<file path="src/core/fpbp_pkg.sv">
package fpbp_pkg;

	// ----------------------------------------------------------------
	// widths and positions
	// ----------------------------------------------------------------
	localparam int FPBP_DATA_W = 16;
	localparam int FPBP_ADDR_W = 26;
	localparam int FPBP_UPPER_LSB = 16;
	localparam int FPBP_AAD_HI_W = 10;
	localparam int FPBP_CFG_AAD_BIT = 4;
	localparam int FPBP_CFG_W = 16;
	localparam logic [FPBP_CFG_W-1:0] FPBP_CFG_RST = 16'h0000;
	localparam logic [FPBP_ADDR_W-1:0] FPBP_ADDR_RST = 26'h0000000;
	localparam logic [FPBP_DATA_W-1:0] FPBP_DATA_RST = 16'h0000;
	localparam logic [1:0] FPBP_TOP_256 = 2'h0;
	localparam logic [1:0] FPBP_TOP_512 = 2'h1;
	localparam logic [1:0] FPBP_TOP_1G = 2'h2;

	// bus state seen by the pins
	typedef enum logic [2:0] {
		FPBP_ST_RESET = 3'h0,
		FPBP_ST_STANDBY = 3'h1,
		FPBP_ST_OUT_DIS = 3'h2,
		FPBP_ST_READ = 3'h3,
		FPBP_ST_WRITE = 3'h4
	} fpbp_state_t;

	// control pins after synchronisation
	typedef struct packed {
		logic chip_select_n;
		logic output_enable_n;
		logic write_enable_n;
		logic address_valid_n;
		logic burst_clk;
		logic write_protect_n;
		logic reset_n;
	} fpbp_ctrl_t;

	// write request toward the array core
	typedef struct packed {
		logic [FPBP_ADDR_W-1:0] addr;
		logic [FPBP_DATA_W-1:0] data;
	} fpbp_wreq_t;

endpackage

</file>
<file path="src/core/fpbp_sync.sv">
`timescale 1ns/10ps
`default_nettype none
// two-stage synchroniser, one per bit
module fpbp_sync
#(
	parameter int WIDTH = 1
)
(
	input wire logic sys_clk_in,
	input wire logic rst_in,
	input wire logic [WIDTH-1:0] async_in,
	input wire logic [WIDTH-1:0] rst_val_in,
	output logic [WIDTH-1:0] sync_out
);
	logic [WIDTH-1:0] meta_r;
	logic [WIDTH-1:0] sync_r;

	// reset value is a tie-off constant at the instance
	always_ff @(posedge sys_clk_in)
	begin
		if (rst_in)
		begin
			meta_r <= rst_val_in;
			sync_r <= rst_val_in;
		end
		else
		begin
			meta_r <= async_in;
			sync_r <= meta_r;
		end
	end

	assign sync_out = sync_r;
endmodule
`default_nettype wire

</file>
<file path="src/core/fpbp_pins.sv">
`timescale 1ns/10ps
`default_nettype none
// Function
// chip select low selects the die; high deselects into standby
// host holds output enable low for reads, high for writes
// host holds write enable low for writes, high for reads
// address accepted only while address valid is low; burst captures on clock rise
// burst reads are stepped by the host-supplied clock
// write protect low enables lock-down, high disables it
// reset low inhibits every operation
// not-ready output has selectable polarity; asserted means data invalid
// data bus takes writes and drives read data, status or info
// shared variant carries low address in address phase, then data
// host drives upper address bits on dedicated inputs each cycle
// host ties upper inputs low in address-address-data mode
// address bit zero is the least significant word bit
// top address bit in use depends on density
// config bit 4 selects address-address-data: low half then upper half
// reset aborts a program or erase in progress
// standby lets program or erase finish; outputs stay off
// output disable floats data; not-ready deasserted or floated by variant
// latched address held until next address valid pulse
// deselected or reset: no driver on the shared bus
module fpbp_pins
	import fpbp_pkg::*;
#(
	parameter bit SHARED_BUS_VARIANT = 1'b0,
	parameter logic [1:0] DENSITY = fpbp_pkg::FPBP_TOP_1G
)
(
	input wire logic sys_clk_in,
	input wire logic rst_in,
	input wire fpbp_pkg::fpbp_ctrl_t ctrl_in,
	input wire logic [fpbp_pkg::FPBP_ADDR_W-1:0] addr_in,
	input wire logic [fpbp_pkg::FPBP_DATA_W-1:0] dq_in,
	output logic [fpbp_pkg::FPBP_DATA_W-1:0] dq_out,
	output logic dq_oe_out,
	output logic not_ready_out,
	output logic not_ready_oe_out,
	input wire logic [fpbp_pkg::FPBP_CFG_W-1:0] read_config_reg_in,
	input wire logic wait_active_high_in,
	input wire logic [fpbp_pkg::FPBP_DATA_W-1:0] rdata_in,
	input wire logic rdata_valid_in,
	input wire logic op_busy_in,
	output logic [fpbp_pkg::FPBP_ADDR_W-1:0] addr_out,
	output logic addr_strobe_out,
	output logic burst_step_out,
	output fpbp_pkg::fpbp_wreq_t wreq_out,
	output logic wreq_valid_out,
	output logic lockdown_en_out,
	output logic abort_out,
	output fpbp_pkg::fpbp_state_t state_out
);
	import fpbp_pkg::*;

	// ----------------------------------------------------------------
	// pin synchronisation
	// ----------------------------------------------------------------
	localparam int SYNC_W = $bits(fpbp_ctrl_t) + FPBP_ADDR_W + FPBP_DATA_W;
	localparam fpbp_ctrl_t CTRL_IDLE = '{1'b1, 1'b1, 1'b1, 1'b1, 1'b0, 1'b1, 1'b0};
	logic [SYNC_W-1:0] sync_w;
	fpbp_ctrl_t c_w;
	logic [FPBP_ADDR_W-1:0] a_w;
	logic [FPBP_DATA_W-1:0] d_w;

	fpbp_sync #(.WIDTH(SYNC_W)) u_sync (
		.sys_clk_in(sys_clk_in),
		.rst_in(rst_in),
		.async_in({ctrl_in, addr_in, dq_in}),
		.rst_val_in({CTRL_IDLE, FPBP_ADDR_RST, FPBP_DATA_RST}),
		.sync_out(sync_w)
	);
	assign {c_w, a_w, d_w} = sync_w;

	// ----------------------------------------------------------------
	// bus state decode
	// ----------------------------------------------------------------
	logic in_reset_w;
	logic selected_w;
	logic aad_mode_w;
	logic reading_w;
	logic writing_w;
	fpbp_state_t state_w;
	assign in_reset_w = ~c_w.reset_n;
	assign selected_w = ~in_reset_w & ~c_w.chip_select_n;
	assign aad_mode_w = SHARED_BUS_VARIANT & read_config_reg_in[FPBP_CFG_AAD_BIT];
	assign reading_w = selected_w & ~c_w.output_enable_n & c_w.write_enable_n;
	assign writing_w = selected_w & c_w.output_enable_n & ~c_w.write_enable_n;
	assign state_w = in_reset_w ? FPBP_ST_RESET :
		~selected_w ? FPBP_ST_STANDBY :
		reading_w ? FPBP_ST_READ :
		writing_w ? FPBP_ST_WRITE : FPBP_ST_OUT_DIS;

	// ----------------------------------------------------------------
	// address path
	// ----------------------------------------------------------------
	// density mask keeps unused top bits at zero
	localparam logic [FPBP_ADDR_W-1:0] MASK_256 = 26'h0FFFFFF;
	localparam logic [FPBP_ADDR_W-1:0] MASK_512 = 26'h1FFFFFF;
	localparam logic [FPBP_ADDR_W-1:0] MASK_1G = 26'h3FFFFFF;
	logic [FPBP_ADDR_W-1:0] mask_w;
	logic [FPBP_ADDR_W-1:0] addr_src_w;
	logic [FPBP_ADDR_W-1:0] addr_r;
	logic adv_prev_r;
	logic clk_prev_r;
	logic adv_fall_w;
	logic clk_rise_w;
	logic capture_w;
	logic aad_lo_w;
	logic aad_hi_w;
	assign mask_w = (DENSITY == FPBP_TOP_256) ? MASK_256 :
		(DENSITY == FPBP_TOP_512) ? MASK_512 : MASK_1G;
	// shared bus gives the low half on the data pins
	assign addr_src_w = SHARED_BUS_VARIANT ?
		{a_w[FPBP_ADDR_W-1:FPBP_UPPER_LSB], d_w} : a_w;
	assign adv_fall_w = adv_prev_r & ~c_w.address_valid_n;
	assign clk_rise_w = ~clk_prev_r & c_w.burst_clk;
	// capture on clock rise while valid is low, or on the valid edge itself
	assign capture_w = selected_w & ~c_w.address_valid_n & ~aad_mode_w &
		(clk_rise_w | adv_fall_w);
	// first address cycle in aad mode: output enable high carries the low half
	assign aad_lo_w = selected_w & aad_mode_w & ~c_w.address_valid_n &
		c_w.output_enable_n & clk_rise_w;
	// second address cycle in aad mode: output enable low carries the upper half
	assign aad_hi_w = selected_w & aad_mode_w & ~c_w.address_valid_n &
		~c_w.output_enable_n & clk_rise_w;

	always_ff @(posedge sys_clk_in)
	begin
		if (rst_in | in_reset_w)
		begin
			addr_r <= FPBP_ADDR_RST;
			adv_prev_r <= 1'b1;
			clk_prev_r <= 1'b0;
		end
		else
		begin
			adv_prev_r <= c_w.address_valid_n;
			clk_prev_r <= c_w.burst_clk;
			if (capture_w)
				addr_r <= addr_src_w & mask_w;
			else if (aad_lo_w)
				addr_r <= {{(FPBP_ADDR_W-FPBP_DATA_W){1'b0}}, d_w};
			else if (aad_hi_w)
				addr_r <= {d_w[FPBP_AAD_HI_W-1:0], addr_r[FPBP_UPPER_LSB-1:0]} & mask_w;
			// otherwise the latched address stands
		end
	end

	// ----------------------------------------------------------------
	// array handshake and outputs
	// ----------------------------------------------------------------
	logic [FPBP_DATA_W-1:0] dq_r;
	logic dq_oe_r;
	logic strobe_r;
	logic step_r;
	logic we_prev_r;
	logic wvalid_r;
	fpbp_wreq_t wreq_r;
	logic lock_r;
	logic abort_r;
	logic nr_level_w;
	logic dq_drive_w;
	logic we_rise_w;
	assign we_rise_w = ~we_prev_r & c_w.write_enable_n;
	// drive only for a selected read cycle
	assign dq_drive_w = reading_w;
	// not-ready level before polarity
	assign nr_level_w = reading_w & ~rdata_valid_in;

	always_ff @(posedge sys_clk_in)
	begin
		if (rst_in)
		begin
			dq_r <= FPBP_DATA_RST;
			dq_oe_r <= 1'b0;
			strobe_r <= 1'b0;
			step_r <= 1'b0;
			we_prev_r <= 1'b1;
			wvalid_r <= 1'b0;
			wreq_r <= '0;
			lock_r <= 1'b0;
			abort_r <= 1'b0;
		end
		else
		begin
			dq_r <= rdata_in;
			dq_oe_r <= dq_drive_w;
			strobe_r <= capture_w | aad_hi_w;
			step_r <= reading_w & c_w.address_valid_n & clk_rise_w;
			we_prev_r <= c_w.write_enable_n;
			// write ends on write enable rise while still selected with output enable high
			wvalid_r <= selected_w & c_w.output_enable_n & ~we_prev_r &
				c_w.write_enable_n;
			if (writing_w)
				wreq_r <= '{addr: addr_r, data: d_w};
			lock_r <= ~in_reset_w & ~c_w.write_protect_n;
			abort_r <= in_reset_w & op_busy_in;
		end
	end

	// edge term unused once the write window closes
	assign addr_out = addr_r;
	assign addr_strobe_out = strobe_r;
	assign burst_step_out = step_r;
	assign wreq_out = wreq_r;
	assign wreq_valid_out = wvalid_r & ~we_rise_w;
	assign lockdown_en_out = lock_r;
	assign abort_out = abort_r;
	assign state_out = state_w;
	assign dq_out = dq_r;
	assign dq_oe_out = dq_oe_r;
	// shared variant drives not-ready while selected, deasserted outside reads, else floats
	assign not_ready_oe_out = SHARED_BUS_VARIANT ? selected_w : dq_oe_r;
	// asserted level equals the polarity input, deasserted level its inverse
	assign not_ready_out = (nr_level_w & dq_oe_r) ^ ~wait_active_high_in;
endmodule
`default_nettype wire

</file>
<file path="config.mk">
export PLATFORM = sky130hd
export DESIGN_NAME = fpbp_pins
export DESIGN_NICKNAME = d
export VERILOG_FILES = /design/src/core/fpbp_pkg.sv /design/src/core/fpbp_sync.sv /design/src/core/fpbp_pins.sv
export SDC_FILE = /design/constraint.sdc
export NUM_CORES = 1
export LEC_CHECK = 0
export BUFFER_PORTS_ARGS = -buffer_cell sky130_fd_sc_hd__buf_4
export CAP_MARGIN = 5
export CORE_ASPECT_RATIO = 0.8
export CORE_MARGIN = 2
export CORE_UTILIZATION = 54
export CTS_CLUSTER_DIAMETER = 100
export DETAILED_ROUTE_END_ITERATION = 10
export PLACE_DENSITY = 0.83
export SYNTH_ARGS = -nofsm -noshare
export SYNTH_HDL_FRONTEND = slang
export SYNTH_SLANG_ARGS = --single-unit
</file>
<file path="constraint.sdc">
create_clock -name sys_clk_in -period 2 [get_ports sys_clk_in]
set_input_delay 0.4 -clock sys_clk_in [delete_from_list [all_inputs] [get_ports sys_clk_in]]
set_output_delay 0.4 -clock sys_clk_in [all_outputs]
set_load 0.01 [all_outputs]
</file>
==> results_dict.tcl <==
set metrics [dict create \
    ys_seq_elements 191 \
    core_area_sq_um 10800 \
    route.detailed.drc 0 \
    critical_path.cell_chain "and2b_1 > nand4b_1 > xor2_1 > buf_4" \
    synth_area_leader_cell "dfxtp_1" \
    die_x_microns 121 \
    ant_nets 0 \
    finalSetupTns_ps 0 \
    final.min_clock_period_ps 1870 \
    p_per_area_nw_per_um2 956 \
    die_h_microns 97.4 \
    die_area_sq_um 11800 \
    finalCritPeriodShare_pct 93.7 \
    first_iter_violations 159 \
    fp-row-count 34 \
    drv_slew 0 \
    avgRoutedWirePerCell_microns 12.9 \
    hold_depth 2 \
    min-delay-start "ctrl_in[6]" \
    antenna_found_initial 0 \
    dp_hpwl_microns 7650 \
    fill_cells 777 \
    grt_pass1_vias 3986 \
    yosys-top-cells-count "dfxtp_1, nand2_1, nor2b_1, a21oi_1, mux2i_1" \
    hold_buffers 0 \
    synth.area.top_cells "dfxtp_1, nor2b_1, nand2_1" \
    insertion_delay_ps 420 \
    grt_overflow 0 \
    gp_congestion 0.754 \
    peakVddDrop_uv 911 \
    seq_area_frac_synth_pct 64.9 \
    worst_pin_slew_ps 460 \
    power_w 0.00743 \
    hold_viol 0 \
    grt_usage_pct 19.9 \
    leakagePower_nw 3.20 \
    rr_worst_depth 5 \
    viasPerCell 4.63 \
    io_pins 181 \
    finClkSkew_ps 11.5 \
    drive_above_1_share_pct 29.6 \
    rr_endpoint "wreq_out[14]" \
    cp.required_ps 1600 \
    grt_setup_unrepaired "no" \
    hp-class "primary input to flip-flop" \
    synth_edf_count 0 \
    synthesis.area_sq_um 5890 \
    cp_slowest_stage_delay_ps 450 \
    num-nets-final 810 \
    cp-start-kind "flip-flop" \
    path_clk_slew_ps 70 \
    ys_async_sr_fraction_pct 0 \
    synth_top_area_share_pct 64.9 \
    synth.most_common_cell "dfxtp_1" \
    crit_path_end_kind "primary output" \
    r2r_start "u_sync.sync_out[42]" \
    outcome "completed" \
    synth_cells 570 \
    cp_slowest_cell "dfxtp_1" \
    grt_max_degree 72 \
    root_buffer "clkbuf_16" \
    cap_viol_max_count 0 \
    cts_buffers 17 \
    firstDrtPassIters 5 \
    setup_viol 0 \
    arrival_ps 1470 \
    clock_sinks 191 \
    synth_ff_type "dfxtp_1" \
    crit_path_max_fanout 6 \
    yosys_warnings 0 \
    tritoncts "done" \
    portBuffers 164 \
    area_growth_syn_to_layout_pct 31.9 \
    synth_fp_nets 656 \
    ys_types 26 \
    post_cts_resized 0 \
    crit_type "flip-flop to primary output" \
    clock_path_buffers 2 \
    r2r_slack_ps 530 \
    min_to "u_sync.meta_r[48]" \
    grt_pass1_wl_microns 18400 \
    pre_cts_ws_ps 565 \
    syn_area_per_cell_sq_um 10.3 \
    initial_core_util_pct 54.8 \
    diodes 0 \
    max_freq_mhz 533 \
    dr_total_vias 4078 \
    htree_levels 4 \
    routed_wl_microns 11400 \
    fin_ws_ps 125 \
    post_cts_buffers 0 \
    slew_headroom_pct 69.4 \
]
-- sequential cells by signal, summed over array words and instances, names as in the netlist, 16 cells and up --
signal           cells
u_sync.meta_r       49
u_sync.sync_out     49
wreq_out            42
addr_out            26
dq_out              16
-- power breakdown --
| part | switching, W | internal [W] |
|---|---|---|
| logic | 0.000114 | 0.000180 |
| registers | 0.0000291 | 0.00391 |
| clock network | 0.00154 | 0.00166 |
-- layout by cell type (no fill, tap or decap), types with 2 or more instances in the layout --
cell type	count
inv_6	4
buf_12	3
and2_1	2
nand2b_1	2
nor3b_1	2
clkinvlp_4	4
mux2i_1	26
clkbuf_16	17
dfxtp_1	191
a21oi_1	42
nor2b_1	108
nand2_1	137
inv_8	5
buf_4	169
or2_2	11
-- kinds of logic (layout without fill, tap and decap cells) --
family          Yosys count  in the layout  share of synthesized area [%]
simple gates            269            269                           22.9
flops                   191            191                           64.9
compound gates           44             44                           3.86
buf+inv                  39            206                           3.76
mux                      26             26                           4.42
xor+xnor                  1              1                          0.149
-- layer usage --
layer,track usage [%],up-vias,wire length (microns)
met3,7.34,10,858
met5,0,-,0
li1,-,2086,-
met4,6.80,0,119
met2,33.6,160,5480
met1,23.3,1822,4930
-- cell type report --
cell class                      instances  area [sq um]  share of cell area [%]
Timing Repair Buffer                  172          1330                    17.1
Inverter                                2          7.51                  0.0966
Clock inverter                         15           146                    1.88
Sequential cell                       191          3820                    49.2
Tap cell                              144           180                    2.32
Multi-Input combinational cell        340          1860                    23.9
Clock buffer                           17           425                    5.47
-- metrics by stage --
| step | hold WS, ps | util, % | std cells | instance area, sq um |
|---|---|---|---|---|
| after detailed placement | 386 | 66.9 | 849 | 7200 |
| after CTS | 145 | 72.2 | 881 | 7770 |
| after floorplan | 367 | - | 570 | 5890 |
| final | 161 | 72.2 | 881 | 7770 |
| after global routing | 146 | 72.2 | 881 | 7770 |
| after global placement | 372 | 66.9 | 849 | 7200 |
-- worst max path at each step --
stage                              from             to  slack, ps
floorplan           u_sync.sync_out[48]   state_out[1]        610
detailed placement  u_sync.sync_out[42]  not_ready_out        560
CTS                 u_sync.sync_out[42]  not_ready_out        100
global route        u_sync.sync_out[42]  not_ready_out         20
global placement    u_sync.sync_out[42]  not_ready_out        560
finish              u_sync.sync_out[42]  not_ready_out        130
-- critical path: cells and delay by family, from the launching register on --
kind                      cells  cell delay (ps)
xor gates and xnor gates      1              150
and+or+nand+nor               2              320
buffers and inverters         1              140
DFF                           1              450
(Power assumes the default switching activity.)
